$ cat src/core/wdt_irq_pkg.sv
// Package: register map, field positions, reset values and prescale codes.
// Assumes an 8-bit register port with one-cycle read latency.
package wdt_irq_pkg;
  localparam int DATA_W = 8;
  localparam int ADDR_W = 4;
  localparam int NUM_SRC = 7;
  // Register offsets
  localparam logic [3:0] ADDR_WDT_PIN = 4'h0;
  localparam logic [3:0] ADDR_MASK = 4'h1;
  localparam logic [3:0] ADDR_PWM_TMR = 4'h2;
  localparam logic [3:0] ADDR_GLOBAL = 4'h3;
  localparam logic [3:0] ADDR_FLAGS = 4'h4;
  localparam logic [3:0] ADDR_PIN_STATE = 4'h5;
  // Field positions
  localparam int WDT_EN_BIT = 7;
  localparam int PIN_SEL_BIT = 6;
  localparam int PWM2_EN_BIT = 7;
  localparam int PWM1_EN_BIT = 6;
  localparam int TMR2_EN_BIT = 5;
  localparam int TMR1_EN_BIT = 4;
  localparam int TMR2_PS_LO = 2;
  localparam int TMR1_PS_LO = 0;
  localparam int GIE_BIT = 0;
  // Interrupt source bit positions in mask and flag registers
  localparam int SRC_TMR = 0;
  localparam int SRC_CHG = 1;
  localparam int SRC_EXT = 2;
  localparam int SRC_ADC = 3;
  localparam int SRC_PWM1 = 4;
  localparam int SRC_PWM2 = 5;
  localparam int SRC_CMP = 6;
  // Reset values, implemented-bit masks and unmapped read value
  localparam logic [7:0] RST_WDT_PIN = 8'h00;
  localparam logic [7:0] RST_MASK = 8'h00;
  localparam logic [7:0] RST_PWM_TMR = 8'h00;
  localparam logic [7:0] MASK_IMPL = 8'h7F;
  localparam logic [7:0] WDT_PIN_IMPL = 8'hC0;
  localparam logic [7:0] UNMAPPED_READ = 8'h00;
  // Prescale codes and terminal counts (divide ratio minus one)
  localparam logic [1:0] PS_DIV2 = 2'h0;
  localparam logic [1:0] PS_DIV8 = 2'h1;
  localparam logic [1:0] PS_DIV32 = 2'h2;
  localparam logic [1:0] PS_DIV64 = 2'h3;
  localparam logic [5:0] PS_TERM2 = 6'h01;
  localparam logic [5:0] PS_TERM8 = 6'h07;
  localparam logic [5:0] PS_TERM32 = 6'h1F;
  localparam logic [5:0] PS_TERM64 = 6'h3F;
endpackage

$ cat src/core/ctl_if.sv
// Interface: control fields passed from the register file to the prescalers.
// Assumes one clock domain shared by all users.
`timescale 1ns/1ps
interface ctl_if;
  logic tmr_en;
  logic [1:0] ps_sel;
  logic tick;
  modport ctl (output tmr_en, output ps_sel, input tick);
  modport ps (input tmr_en, input ps_sel, output tick);
endinterface

$ cat src/core/tmr_prescaler.sv
// Timer prescaler: emits a one-cycle tick every 2, 8, 32 or 64 clocks.
// Assumes ctl fields are registered in the same clock domain.
`timescale 1ns/1ps
module tmr_prescaler
  import wdt_irq_pkg::*;
(
  input wire logic clk,
  input wire logic nrst,
  ctl_if.ps bus
);
  logic [5:0] cnt_q, cnt_d;
  logic tick_q, tick_d;
  logic [5:0] term;

  always_comb begin
    case (bus.ps_sel)
      PS_DIV2: term = PS_TERM2;
      PS_DIV8: term = PS_TERM8;
      PS_DIV32: term = PS_TERM32;
      default: term = PS_TERM64;
    endcase
    cnt_d = cnt_q;
    tick_d = 1'b0;
    if (!bus.tmr_en) begin
      cnt_d = 6'h00;
    end else if (cnt_q >= term) begin
      // Compare with >= so a ratio cut mid-count recovers at once
      cnt_d = 6'h00;
      tick_d = 1'b1;
    end else begin
      cnt_d = cnt_q + 6'h01;
    end
  end

  always_ff @(posedge clk or negedge nrst) begin
    if (!nrst) begin
      cnt_q <= 6'h00;
      tick_q <= 1'b0;
    end else begin
      cnt_q <= cnt_d;
      tick_q <= tick_d;
    end
  end

  assign bus.tick = tick_q;
endmodule

$ cat src/core/wdt_pin_and_interrupt_mask_ctl.sv
// Control registers for watchdog enable, shared pin function, interrupt mask and PWM/timer control.
// Assumes a single-cycle register port, peripheral flag pulses on clk, async pins on the shared pins.
//
// What this block does
// - Watchdog runs only while its enable bit set
// - Select bit chooses plain input or interrupt (here it only gates the interrupt; pin data always passes)
// - Select bit zero blocks external interrupt path
// - Mask bit 7 always reads zero
// - Each source forwarded only when enabled
// - Mask bit 6 gates comparator flag
// - Mask bit 5 gates second PWM
// - Mask bit 4 gates first PWM
// - Mask bit 3 gates conversion complete
// - Mask bit 2 gates external pin flag
// - Mask bit 1 gates input change flag
// - Mask bit 0 gates timer overflow flag
// - All implemented mask bits read back
// - Second PWM off means ordinary port pin
// - Second PWM on forces pin to output
// - First PWM enable likewise controls pin
// - Prescale fields select divide 2/8/32/64
//
// The implementer's own choices: strobed register access and the address map.
`timescale 1ns/1ps
module wdt_pin_and_interrupt_mask_ctl
  import wdt_irq_pkg::*;
(
  input wire logic clk,
  input wire logic nrst,
  input wire logic [ADDR_W-1:0] reg_addr,
  input wire logic [DATA_W-1:0] reg_wdata,
  input wire logic reg_wr,
  input wire logic reg_rd,
  output logic [DATA_W-1:0] reg_rdata,
  input wire logic global_irq_on_instruction,
  input wire logic global_irq_off_instruction,
  input wire logic comparator_irq_flag,
  input wire logic second_pwm_irq_flag,
  input wire logic first_pwm_irq_flag,
  input wire logic conversion_irq_flag,
  input wire logic input_change_irq_flag,
  input wire logic timer_overflow_irq_flag,
  input wire logic shared_input_port_pin,
  input wire logic port_dir_second_pwm_in,
  input wire logic port_dir_first_pwm_in,
  output logic watchdog_run,
  output logic shared_pin_data,
  output logic irq_req,
  output logic [NUM_SRC-1:0] irq_pending_gated,
  output logic second_pwm_run,
  output logic second_pwm_pin_is_input,
  output logic first_pwm_run,
  output logic first_pwm_pin_is_input,
  output logic first_timer_tick,
  output logic second_timer_tick
);
  // ------------------------------------------
  // Pin synchroniser
  // ------------------------------------------
  // Two stages settle the pin; the third feeds the edge detector, the pin data output and the pin-state read
  logic pin_s1_q, pin_s2_q, pin_s3_q;
  logic pin_s1_d, pin_s2_d, pin_s3_d;

  always_comb begin
    pin_s1_d = shared_input_port_pin;
    pin_s2_d = pin_s1_q;
    pin_s3_d = pin_s2_q;
  end

  always_ff @(posedge clk or negedge nrst) begin
    if (!nrst) begin
      // Idle level of an active-low interrupt line
      pin_s1_q <= 1'b1;
      pin_s2_q <= 1'b1;
      pin_s3_q <= 1'b1;
    end else begin
      pin_s1_q <= pin_s1_d;
      pin_s2_q <= pin_s2_d;
      pin_s3_q <= pin_s3_d;
    end
  end

  // ------------------------------------------
  // Register file
  // ------------------------------------------
  logic [7:0] wdt_pin_q, wdt_pin_d;
  logic [7:0] mask_q, mask_d;
  logic [7:0] pwm_tmr_q, pwm_tmr_d;
  logic gie_q, gie_d;
  logic [NUM_SRC-1:0] flag_q, flag_d;
  logic [7:0] rdata_q, rdata_d;
  logic [NUM_SRC-1:0] src_evt;
  logic ext_fall;

  // Falling edge on the synchronised line, only when the pin is the interrupt input
  assign ext_fall = wdt_pin_q[PIN_SEL_BIT] & pin_s3_q & ~pin_s2_q;

  always_comb begin
    src_evt = '0;
    src_evt[SRC_CMP] = comparator_irq_flag;
    src_evt[SRC_PWM2] = second_pwm_irq_flag;
    src_evt[SRC_PWM1] = first_pwm_irq_flag;
    src_evt[SRC_ADC] = conversion_irq_flag;
    src_evt[SRC_EXT] = ext_fall;
    src_evt[SRC_CHG] = input_change_irq_flag;
    src_evt[SRC_TMR] = timer_overflow_irq_flag;
  end

  always_comb begin
    wdt_pin_d = wdt_pin_q;
    mask_d = mask_q;
    pwm_tmr_d = pwm_tmr_q;
    rdata_d = UNMAPPED_READ;
    if (reg_wr) begin
      if (reg_addr == ADDR_WDT_PIN) begin
        wdt_pin_d = reg_wdata & WDT_PIN_IMPL;
      end else if (reg_addr == ADDR_MASK) begin
        mask_d = reg_wdata & MASK_IMPL;
      end else if (reg_addr == ADDR_PWM_TMR) begin
        pwm_tmr_d = reg_wdata;
      end
    end
    if (reg_rd) begin
      if (reg_addr == ADDR_WDT_PIN) begin
        rdata_d = wdt_pin_q;
      end else if (reg_addr == ADDR_MASK) begin
        rdata_d = mask_q & MASK_IMPL;
      end else if (reg_addr == ADDR_PWM_TMR) begin
        rdata_d = pwm_tmr_q;
      end else if (reg_addr == ADDR_GLOBAL) begin
        rdata_d = {7'h00, gie_q};
      end else if (reg_addr == ADDR_FLAGS) begin
        // Pending flags read back unmasked
        rdata_d = {1'b0, flag_q};
      end else if (reg_addr == ADDR_PIN_STATE) begin
        // Pin level readable whatever the function select says
        rdata_d = {7'h00, pin_s3_q};
      end
    end
  end

  always_ff @(posedge clk or negedge nrst) begin
    if (!nrst) begin
      wdt_pin_q <= RST_WDT_PIN;
      mask_q <= RST_MASK;
      pwm_tmr_q <= RST_PWM_TMR;
      rdata_q <= 8'h00;
    end else begin
      wdt_pin_q <= wdt_pin_d;
      mask_q <= mask_d;
      pwm_tmr_q <= pwm_tmr_d;
      rdata_q <= rdata_d;
    end
  end

  // ------------------------------------------
  // Global interrupt enable
  // ------------------------------------------
  always_comb begin
    gie_d = gie_q;
    // Instructions beat a register write, so a disable is never undone in its own cycle
    if (global_irq_off_instruction) begin
      gie_d = 1'b0;
    end else if (global_irq_on_instruction) begin
      gie_d = 1'b1;
    end else if (reg_wr && reg_addr == ADDR_GLOBAL) begin
      gie_d = reg_wdata[GIE_BIT];
    end
  end

  always_ff @(posedge clk or negedge nrst) begin
    if (!nrst) begin
      gie_q <= 1'b0;
    end else begin
      gie_q <= gie_d;
    end
  end

  // ------------------------------------------
  // Pending flags
  // ------------------------------------------
  always_comb begin
    flag_d = flag_q;
    if (reg_wr && reg_addr == ADDR_FLAGS) begin
      // Write one to clear
      flag_d = flag_q & ~reg_wdata[NUM_SRC-1:0];
    end
    // Set beats clear so no event is lost; the mask never stops a flag
    flag_d = flag_d | src_evt;
  end

  always_ff @(posedge clk or negedge nrst) begin
    if (!nrst) begin
      flag_q <= '0;
    end else begin
      flag_q <= flag_d;
    end
  end

  // ------------------------------------------
  // Interrupt gating
  // ------------------------------------------
  logic [NUM_SRC-1:0] gated;
  logic [NUM_SRC-1:0] gated_q;
  logic irq_d, irq_q;

  genvar g;
  generate
    for (g = 0; g < NUM_SRC; g++) begin : gate_src
      // Bit g of the mask gates source g of the flag register
      assign gated[g] = flag_q[g] & mask_q[g];
    end
  endgenerate

  always_comb begin
    // Request and pending view share one stage, so they never disagree
    irq_d = gie_q & (|gated);
  end

  always_ff @(posedge clk or negedge nrst) begin
    if (!nrst) begin
      gated_q <= '0;
      irq_q <= 1'b0;
    end else begin
      gated_q <= gated;
      irq_q <= irq_d;
    end
  end

  // ------------------------------------------
  // Watchdog, pin and PWM direction outputs
  // ------------------------------------------
  logic wdt_run_d, pin_data_d;
  logic pwm2_run_d, pwm2_in_d, pwm1_run_d, pwm1_in_d;
  logic wdt_run_q, pin_data_q;
  logic pwm2_run_q, pwm2_in_q, pwm1_run_q, pwm1_in_q;

  always_comb begin
    wdt_run_d = wdt_pin_q[WDT_EN_BIT];
    // Plain input data path is always available; interrupt use relies on software setting direction
    pin_data_d = pin_s3_q;
    pwm2_run_d = pwm_tmr_q[PWM2_EN_BIT];
    pwm2_in_d = pwm_tmr_q[PWM2_EN_BIT] ? 1'b0 : port_dir_second_pwm_in;
    pwm1_run_d = pwm_tmr_q[PWM1_EN_BIT];
    pwm1_in_d = pwm_tmr_q[PWM1_EN_BIT] ? 1'b0 : port_dir_first_pwm_in;
  end

  always_ff @(posedge clk or negedge nrst) begin
    if (!nrst) begin
      wdt_run_q <= 1'b0;
      pin_data_q <= 1'b1;
      pwm2_run_q <= 1'b0;
      pwm2_in_q <= 1'b1;
      pwm1_run_q <= 1'b0;
      pwm1_in_q <= 1'b1;
    end else begin
      wdt_run_q <= wdt_run_d;
      pin_data_q <= pin_data_d;
      pwm2_run_q <= pwm2_run_d;
      pwm2_in_q <= pwm2_in_d;
      pwm1_run_q <= pwm1_run_d;
      pwm1_in_q <= pwm1_in_d;
    end
  end

  // ------------------------------------------
  // Timer prescalers
  // ------------------------------------------
  // Each prescaler holds at zero while its timer enable is clear
  ctl_if t1 ();
  ctl_if t2 ();

  assign t1.tmr_en = pwm_tmr_q[TMR1_EN_BIT];
  assign t1.ps_sel = pwm_tmr_q[TMR1_PS_LO+1:TMR1_PS_LO];
  assign t2.tmr_en = pwm_tmr_q[TMR2_EN_BIT];
  assign t2.ps_sel = pwm_tmr_q[TMR2_PS_LO+1:TMR2_PS_LO];

  tmr_prescaler u_ps1 (
    .clk(clk),
    .nrst(nrst),
    .bus(t1.ps)
  );

  tmr_prescaler u_ps2 (
    .clk(clk),
    .nrst(nrst),
    .bus(t2.ps)
  );

  // Every output below comes straight from a flip-flop
  assign reg_rdata = rdata_q;
  assign watchdog_run = wdt_run_q;
  assign shared_pin_data = pin_data_q;
  assign irq_req = irq_q;
  assign irq_pending_gated = gated_q;
  assign second_pwm_run = pwm2_run_q;
  assign second_pwm_pin_is_input = pwm2_in_q;
  assign first_pwm_run = pwm1_run_q;
  assign first_pwm_pin_is_input = pwm1_in_q;
  assign first_timer_tick = t1.tick;
  assign second_timer_tick = t2.tick;
endmodule

$ cat config.mk
export PLATFORM = sky130hd
export DESIGN_NAME = wdt_pin_and_interrupt_mask_ctl
export DESIGN_NICKNAME = d
export VERILOG_FILES = /design/src/core/wdt_irq_pkg.sv /design/src/core/ctl_if.sv /design/src/core/tmr_prescaler.sv /design/src/core/wdt_pin_and_interrupt_mask_ctl.sv
export SDC_FILE = /design/constraint.sdc
export NUM_CORES = 1
export LEC_CHECK = 0
export BUFFER_PORTS_ARGS = -buffer_cell sky130_fd_sc_hd__buf_2
export CAP_MARGIN = 25
export CORE_ASPECT_RATIO = 1.5
export CORE_MARGIN = 2
export CORE_UTILIZATION = 45
export DETAILED_ROUTE_END_ITERATION = 12
export PLACE_DENSITY_LB_ADDON = 0.05
export REMOVE_ABC_BUFFERS = 1
export SLEW_MARGIN = 20
export SYNTH_ARGS = -nofsm -noshare
export SYNTH_HDL_FRONTEND = slang
export SYNTH_HIERARCHICAL = 1
export SYNTH_SLANG_ARGS = --single-unit
export TNS_END_PERCENT = 100
$ cat constraint.sdc
create_clock -name clk -period 3.9 [get_ports clk]
set_clock_uncertainty 0.2 [all_clocks]
set_input_delay 0.195 -clock clk [delete_from_list [all_inputs] [get_ports clk]]
set_output_delay 0.195 -clock clk [all_outputs]
set_load 0.05 [all_outputs]
---- Word-level counts from Yosys, hierarchy flattened ----
Index checks and enable logic that the tools add are counted.
operators by class
  reduce and logical (&&, ||, !) cells .... 10
  bitwise logic cells ..................... 16
  add/subtract/negate cells ............... 2
  mux-type cells .......................... 23
  eq/ne operators ......................... 9
  order comparisons ....................... 2
operators by type and width
  kind                   number
  $pmux W6 S3            2
  $mux W8                4
  $mux W6                4
  $mux W7                3
  $add A6 B1 Y6 const B  2
  $ge A6 B6 Y1           2
  $and A1 B1 Y1          10
  $mux W1                10
  $eq A4 B2 Y1 const B   2
  $eq A4 B3 Y1 const B   2
  $and A7 B7 Y7          1
  $not A7 Y7             1
  $or A7 B7 Y7           1
  $reduce_or A7 Y1       1
  $eq A2 B1 Y1 const B   2
  $eq A2 B2 Y1 const B   2
  $eq A4 B1 Y1 const B   1
  $logic_not A2 Y1       2
  $logic_not A4 Y1       1
  $reduce_and A4 Y1      1
  $not A1 Y1             3
  $reduce_and A3 Y1      1
  $reduce_bool A3 Y1     1
  $logic_and A1 B1 Y1    2
  $reduce_and A2 Y1      1
storage, ports and cells
  word-level logic and storage cells ...... 83
  bits in registers ....................... 64
  output and inout bits ................... 24
  input port bits ......................... 27

---- Depth between registers and ports, before layout ----
  depth in word-level cells ............... 8
  depth in mapped cells ................... 5
  gate-level depth less buffers ........... 5

---- Modules after synthesis ----
Netlist, hierarchy kept.
by module, submodules not included
  module                          area an instance (µm²)  seq. area each (µm²)  instances  cells an instance
  wdt_pin_and_interrupt_mask_ctl  1,998.2                 1,258.7               1          156
  tmr_prescaler                   411.6                   175.2                 2          40

---- Least setup slack after synthesis ----
Ideal clock, no wire load.
  kind .................................... reg-to-reg
  start point ............................. register flag_q[0]
  end point ............................... register irq_q, in the netlist irq_req
  data required time ...................... 3,571 ps
  buffers on the path ..................... 0
  setup time .............................. 129 ps
  cell stages (with the launch flop) ...... 4
  period minus slack after synthesis ...... 1,648 ps
  path slack .............................. 2,252 ps
  arrival time ............................ 1,319 ps
  cell sequence ........................... dfrtp_1 and2_4 or4_1 o41a_1
between the ends
  word-level cells in the longest chain between the ends .. 3
ends and longest elaborated chain
  element                   line                                   text
  start: declaration        wdt_pin_and_interrupt_mask_ctl.sv:90   logic [NUM_SRC-1:0] flag_q, flag_d;
  start signal: assignment  wdt_pin_and_interrupt_mask_ctl.sv:196  flag_q <= flag_d;
  $and A1 B1 Y1             wdt_pin_and_interrupt_mask_ctl.sv:211  assign gated[g] = flag_q[g] & mask_q[g];
  named net gated[0]        wdt_pin_and_interrupt_mask_ctl.sv:203  logic [NUM_SRC-1:0] gated;
  $reduce_or A7 Y1          wdt_pin_and_interrupt_mask_ctl.sv:217  irq_d = gie_q & (|gated);
  $and A1 B1 Y1             wdt_pin_and_interrupt_mask_ctl.sv:217
  named net irq_d           wdt_pin_and_interrupt_mask_ctl.sv:205  logic irq_d, irq_q;
  end signal: assignment    wdt_pin_and_interrupt_mask_ctl.sv:226  irq_q <= irq_d;
  end: declaration          wdt_pin_and_interrupt_mask_ctl.sv:205
The timed path passes the listed nets, and every way through them passes these cells.
A chain may end at the register's enable or synchronous reset.

---- Final worst setup path ----
  start point ............................. input port reg_addr[2]
  end point ............................... register flag_q[0]
between the ends
  word-level cells in the longest chain between the ends .. 4
ends and longest elaborated chain
  element              line                                   text
  start: declaration   wdt_pin_and_interrupt_mask_ctl.sv:30   input wire logic [ADDR_W-1:0] reg_addr,
  $eq A4 B3 Y1         wdt_pin_and_interrupt_mask_ctl.sv:184  if (reg_wr && reg_addr == ADDR_FLAGS) begin
  $logic_and A1 B1 Y1  wdt_pin_and_interrupt_mask_ctl.sv:184
  $mux W7              wdt_pin_and_interrupt_mask_ctl.sv:184
  $or A7 B7 Y7         wdt_pin_and_interrupt_mask_ctl.sv:189  flag_d = flag_d | src_evt;
  named net flag_d[0]  wdt_pin_and_interrupt_mask_ctl.sv:90
The timed path passes the listed nets, and every way through them passes these cells.

==> impl_metrics.tcl <==
set metrics [dict create \
    cts-root-buf "clkbuf_8" \
    area_growth_pct 29.8 \
    gr-total-overflow 0 \
    rsz0062_at_grt "no" \
    yosysWarningCount 6 \
    cp.required_ps 3930 \
    ys_seq_elements 64 \
    place.detailed.hpwl_mm 4.43 \
    reg2reg_from "flag_q[0]" \
    fp.dieH_um 101 \
    gp_congestion 0.748 \
    critPathBufInv 3 \
    startpoint "reg_addr[2]" \
    slew_violations 0 \
    num_rows 35 \
    fillers 524 \
    cp.arrival_ps 2150 \
    start_util 0.464 \
    track_usage 0.207 \
    hold_viol_final 0 \
    diodes 0 \
    cts_tree "done" \
    grt_max_degree 45 \
    crit_family "buffers and inverters" \
    fin_setup_tns_ps 0 \
    cts_num_sinks 64 \
    cts_buffers 9 \
    multiInputGateArea_um2 1150 \
    relSlewSlack 0.451 \
    synth_area_um2 2820 \
    min_from "reg_wr" \
    grt_pass1_vias 2166 \
    drt_iter0_markers 47 \
    period_minus_slack_ps 2120 \
    via_count 2082 \
    crit_path_cell_trace "dlygate4sd3_1 > buf_2 > and3_1 > nand2_1 > a21o_2 > dlygate4sd3_1" \
    worstPathMaxFanout 11 \
    io_buffer_count 50 \
    post_cts_buffers 0 \
    synth_cells 236 \
    register_area_um2 1610 \
    synth_edf_count 0 \
    run_status "finished, final reports clean" \
    async_reset_ff_frac 1.00 \
    drive_gt1_frac 0.308 \
    nets 355 \
    wire_per_inst_um 15.8 \
    clk_latency_ps 340 \
    grt_pass1_wl_mm 10.4 \
    cp-end-kind "flop" \
    ant_nets 0 \
    post-route-drc-count 0 \
    max_freq_ghz 0.471 \
    min_path_type "primary input to flop" \
    leakagePower_uw 0.00169 \
    cp-start-kind "primary input" \
    timing.critical_path.mode_cell "dlygate4sd3_1" \
    crit_slowest_cell "dlygate4sd3_1" \
    maxCapViolations 0 \
    hold_slack_ps 37.9 \
    vias_per_cell 5.22 \
    critPathKind "primary input to flop" \
    clock_path_buffers 2 \
    routed_wl_mm 6.32 \
    drtPass1Iterations 4 \
    path_clk_slew_ps 70 \
    power_density_nw_per_um2 548 \
    pin_count 51 \
    setup_violations 0 \
    core_area_um2 6090 \
    worst_pin_slew_ps 822 \
    antenna_found_initial 0 \
    synth_cell_types 51 \
    fp.dieW_um 68.7 \
    ys.flop_type "dfrtp_1" \
    synth-seq-area-share 0.570 \
    htreeDepth 3 \
    ir_drop_mv 0.371 \
    max_stage_delay_ps 540 \
    period_share 0.544 \
    die_area_um2 6930 \
    avgSynthCellArea_um2 12.0 \
]
placed cells by master, fill, tap and decap left out, types with 3 or more instances in the layout:
cell type	n
dfrtp_1	58
buf_2	49
dlygate4sd3_1	28
a21oi_1	23
mux2_2	14
nand2_1	13
nor2_1	12
clkbuf_8	9
ha_1	8
and2_1	6
nor3_1	6
inv_1	6
dfstp_2	6
nor2b_1	5
a21o_1	5
nand3_1	5
a2bb2oi_1	5
a21boi_1	4
xor2_1	4
or3_1	3
and2b_1	3
nand2b_1	3
o21ai_0	3
bufinv_16	3
path summary, 6_finish.rpt:
path                       cells past startpoint  slack [ps]                      to
min in group asynchronous                      2         190    irq_pending_gated[2]
min                                            3          40            wdt_pin_q[6]
min reg2reg                                    0         160                pin_s2_q
max in group asynchronous                      3        2550  first_pwm_pin_is_input
max reg2reg                                    3        2090                 irq_req
max                                            6        1780               flag_q[0]
cell usage after synthesis, types with 3 or more instances:
master | number | area, µm²
nor3_1 | 6 | 30.0
buf_2 | 3 | 15.0
ha_1 | 8 | 100
nor2b_1 | 5 | 31.3
nand3_1 | 5 | 25.0
nand2b_1 | 3 | 18.8
inv_1 | 6 | 22.5
dfrtp_1 | 58 | 1450
nand2_1 | 13 | 48.8
dfstp_2 | 6 | 158
a21boi_1 | 4 | 30.0
mux2_2 | 14 | 158
xor2_1 | 4 | 35.0
a21oi_1 | 23 | 115
o21ai_0 | 3 | 15.0
and2_1 | 6 | 37.5
or3_1 | 3 | 18.8
and2b_1 | 3 | 22.5
a2bb2oi_1 | 5 | 43.8
a21o_1 | 5 | 37.5
nor2_1 | 12 | 45.0
through the flow:
| step | worst slack, ps | power, µW | instance area (µm²) | utilization | std cells |
|---|---|---|---|---|---|
| floorplan | 2250 | 1170 | 2790 | - | 230 |
| global placement | 1990 | 1300 | 3140 | 0.515 | 355 |
| detailed placement | 2010 | 1310 | 3140 | 0.515 | 355 |
| CTS | 1770 | 2030 | 3660 | 0.601 | 399 |
| global route | 1680 | 2110 | 3660 | 0.602 | 399 |
| finish | 1780 | 2010 | 3660 | 0.602 | 399 |
worst register-to-register path: stages, from the launching register on:
cell and delay [ps]:
dfrtp_1 410, and2_4 170, or4_1 580, o41a_1 340
layout make-up:
type | instances | share of cell area
flip-flops and latches | 64 | 0.439
clock buffers | 9 | 0.0338
well taps | 74 | 0.0253
inverters | 8 | 0.00820
clock inverters | 7 | 0.0328
repair buffers | 79 | 0.148
multi-input cells | 158 | 0.313
sequential cells by signal (all words and copies together), names as in the netlist:
signal,flops
pwm_tmr_q,8
reg_rdata,8
flag_q,7
irq_pending_gated,7
mask_q,7
u_ps1/cnt_q,6
u_ps2/cnt_q,6
wdt_pin_q,2
first_pwm_pin_is_input,1
first_pwm_run,1
gie_q,1
irq_req,1
pin_data_d,1
pin_s1_q,1
pin_s2_q,1
second_pwm_pin_is_input,1
second_pwm_run,1
shared_pin_data,1
u_ps1/bus.tick,1
u_ps2/bus.tick,1
watchdog_run,1
per-layer routing:
layer  wire [µm]  track usage  up-vias
li1            -            -     1010
met1        2510        0.247     1018
met2        3520        0.356       46
met3         183       0.0436        8
met4         107       0.0785        0
met5           0            0        -
where the power goes:
group	switching, µW	total [µW]	internal [µW]
clock network	271	697	425
registers	76.6	845	768
logic	291	465	174
total	639	2010	1370
what timing repair did:
action,4_1_cts,5_1_grt
gates resized for setup,0,0
endpoints found under the hold margin,69,0
hold buffers,28,0
kinds of logic (layout without fill, tap and decap cells):
| logic type | Yosys count | count (layout) | synth area share |
|---|---|---|---|
| compound gates | 60 | 60 | 0.152 |
| xor+xnor | 6 | 6 | 0.0186 |
| fa+ha+maj | 8 | 8 | 0.0355 |
| buf+inv | 14 | 103 | 0.0231 |
| flops | 64 | 64 | 0.570 |
| mux | 17 | 17 | 0.0701 |
| simple gates | 67 | 67 | 0.130 |
Power figures use the tool's default switching activity.
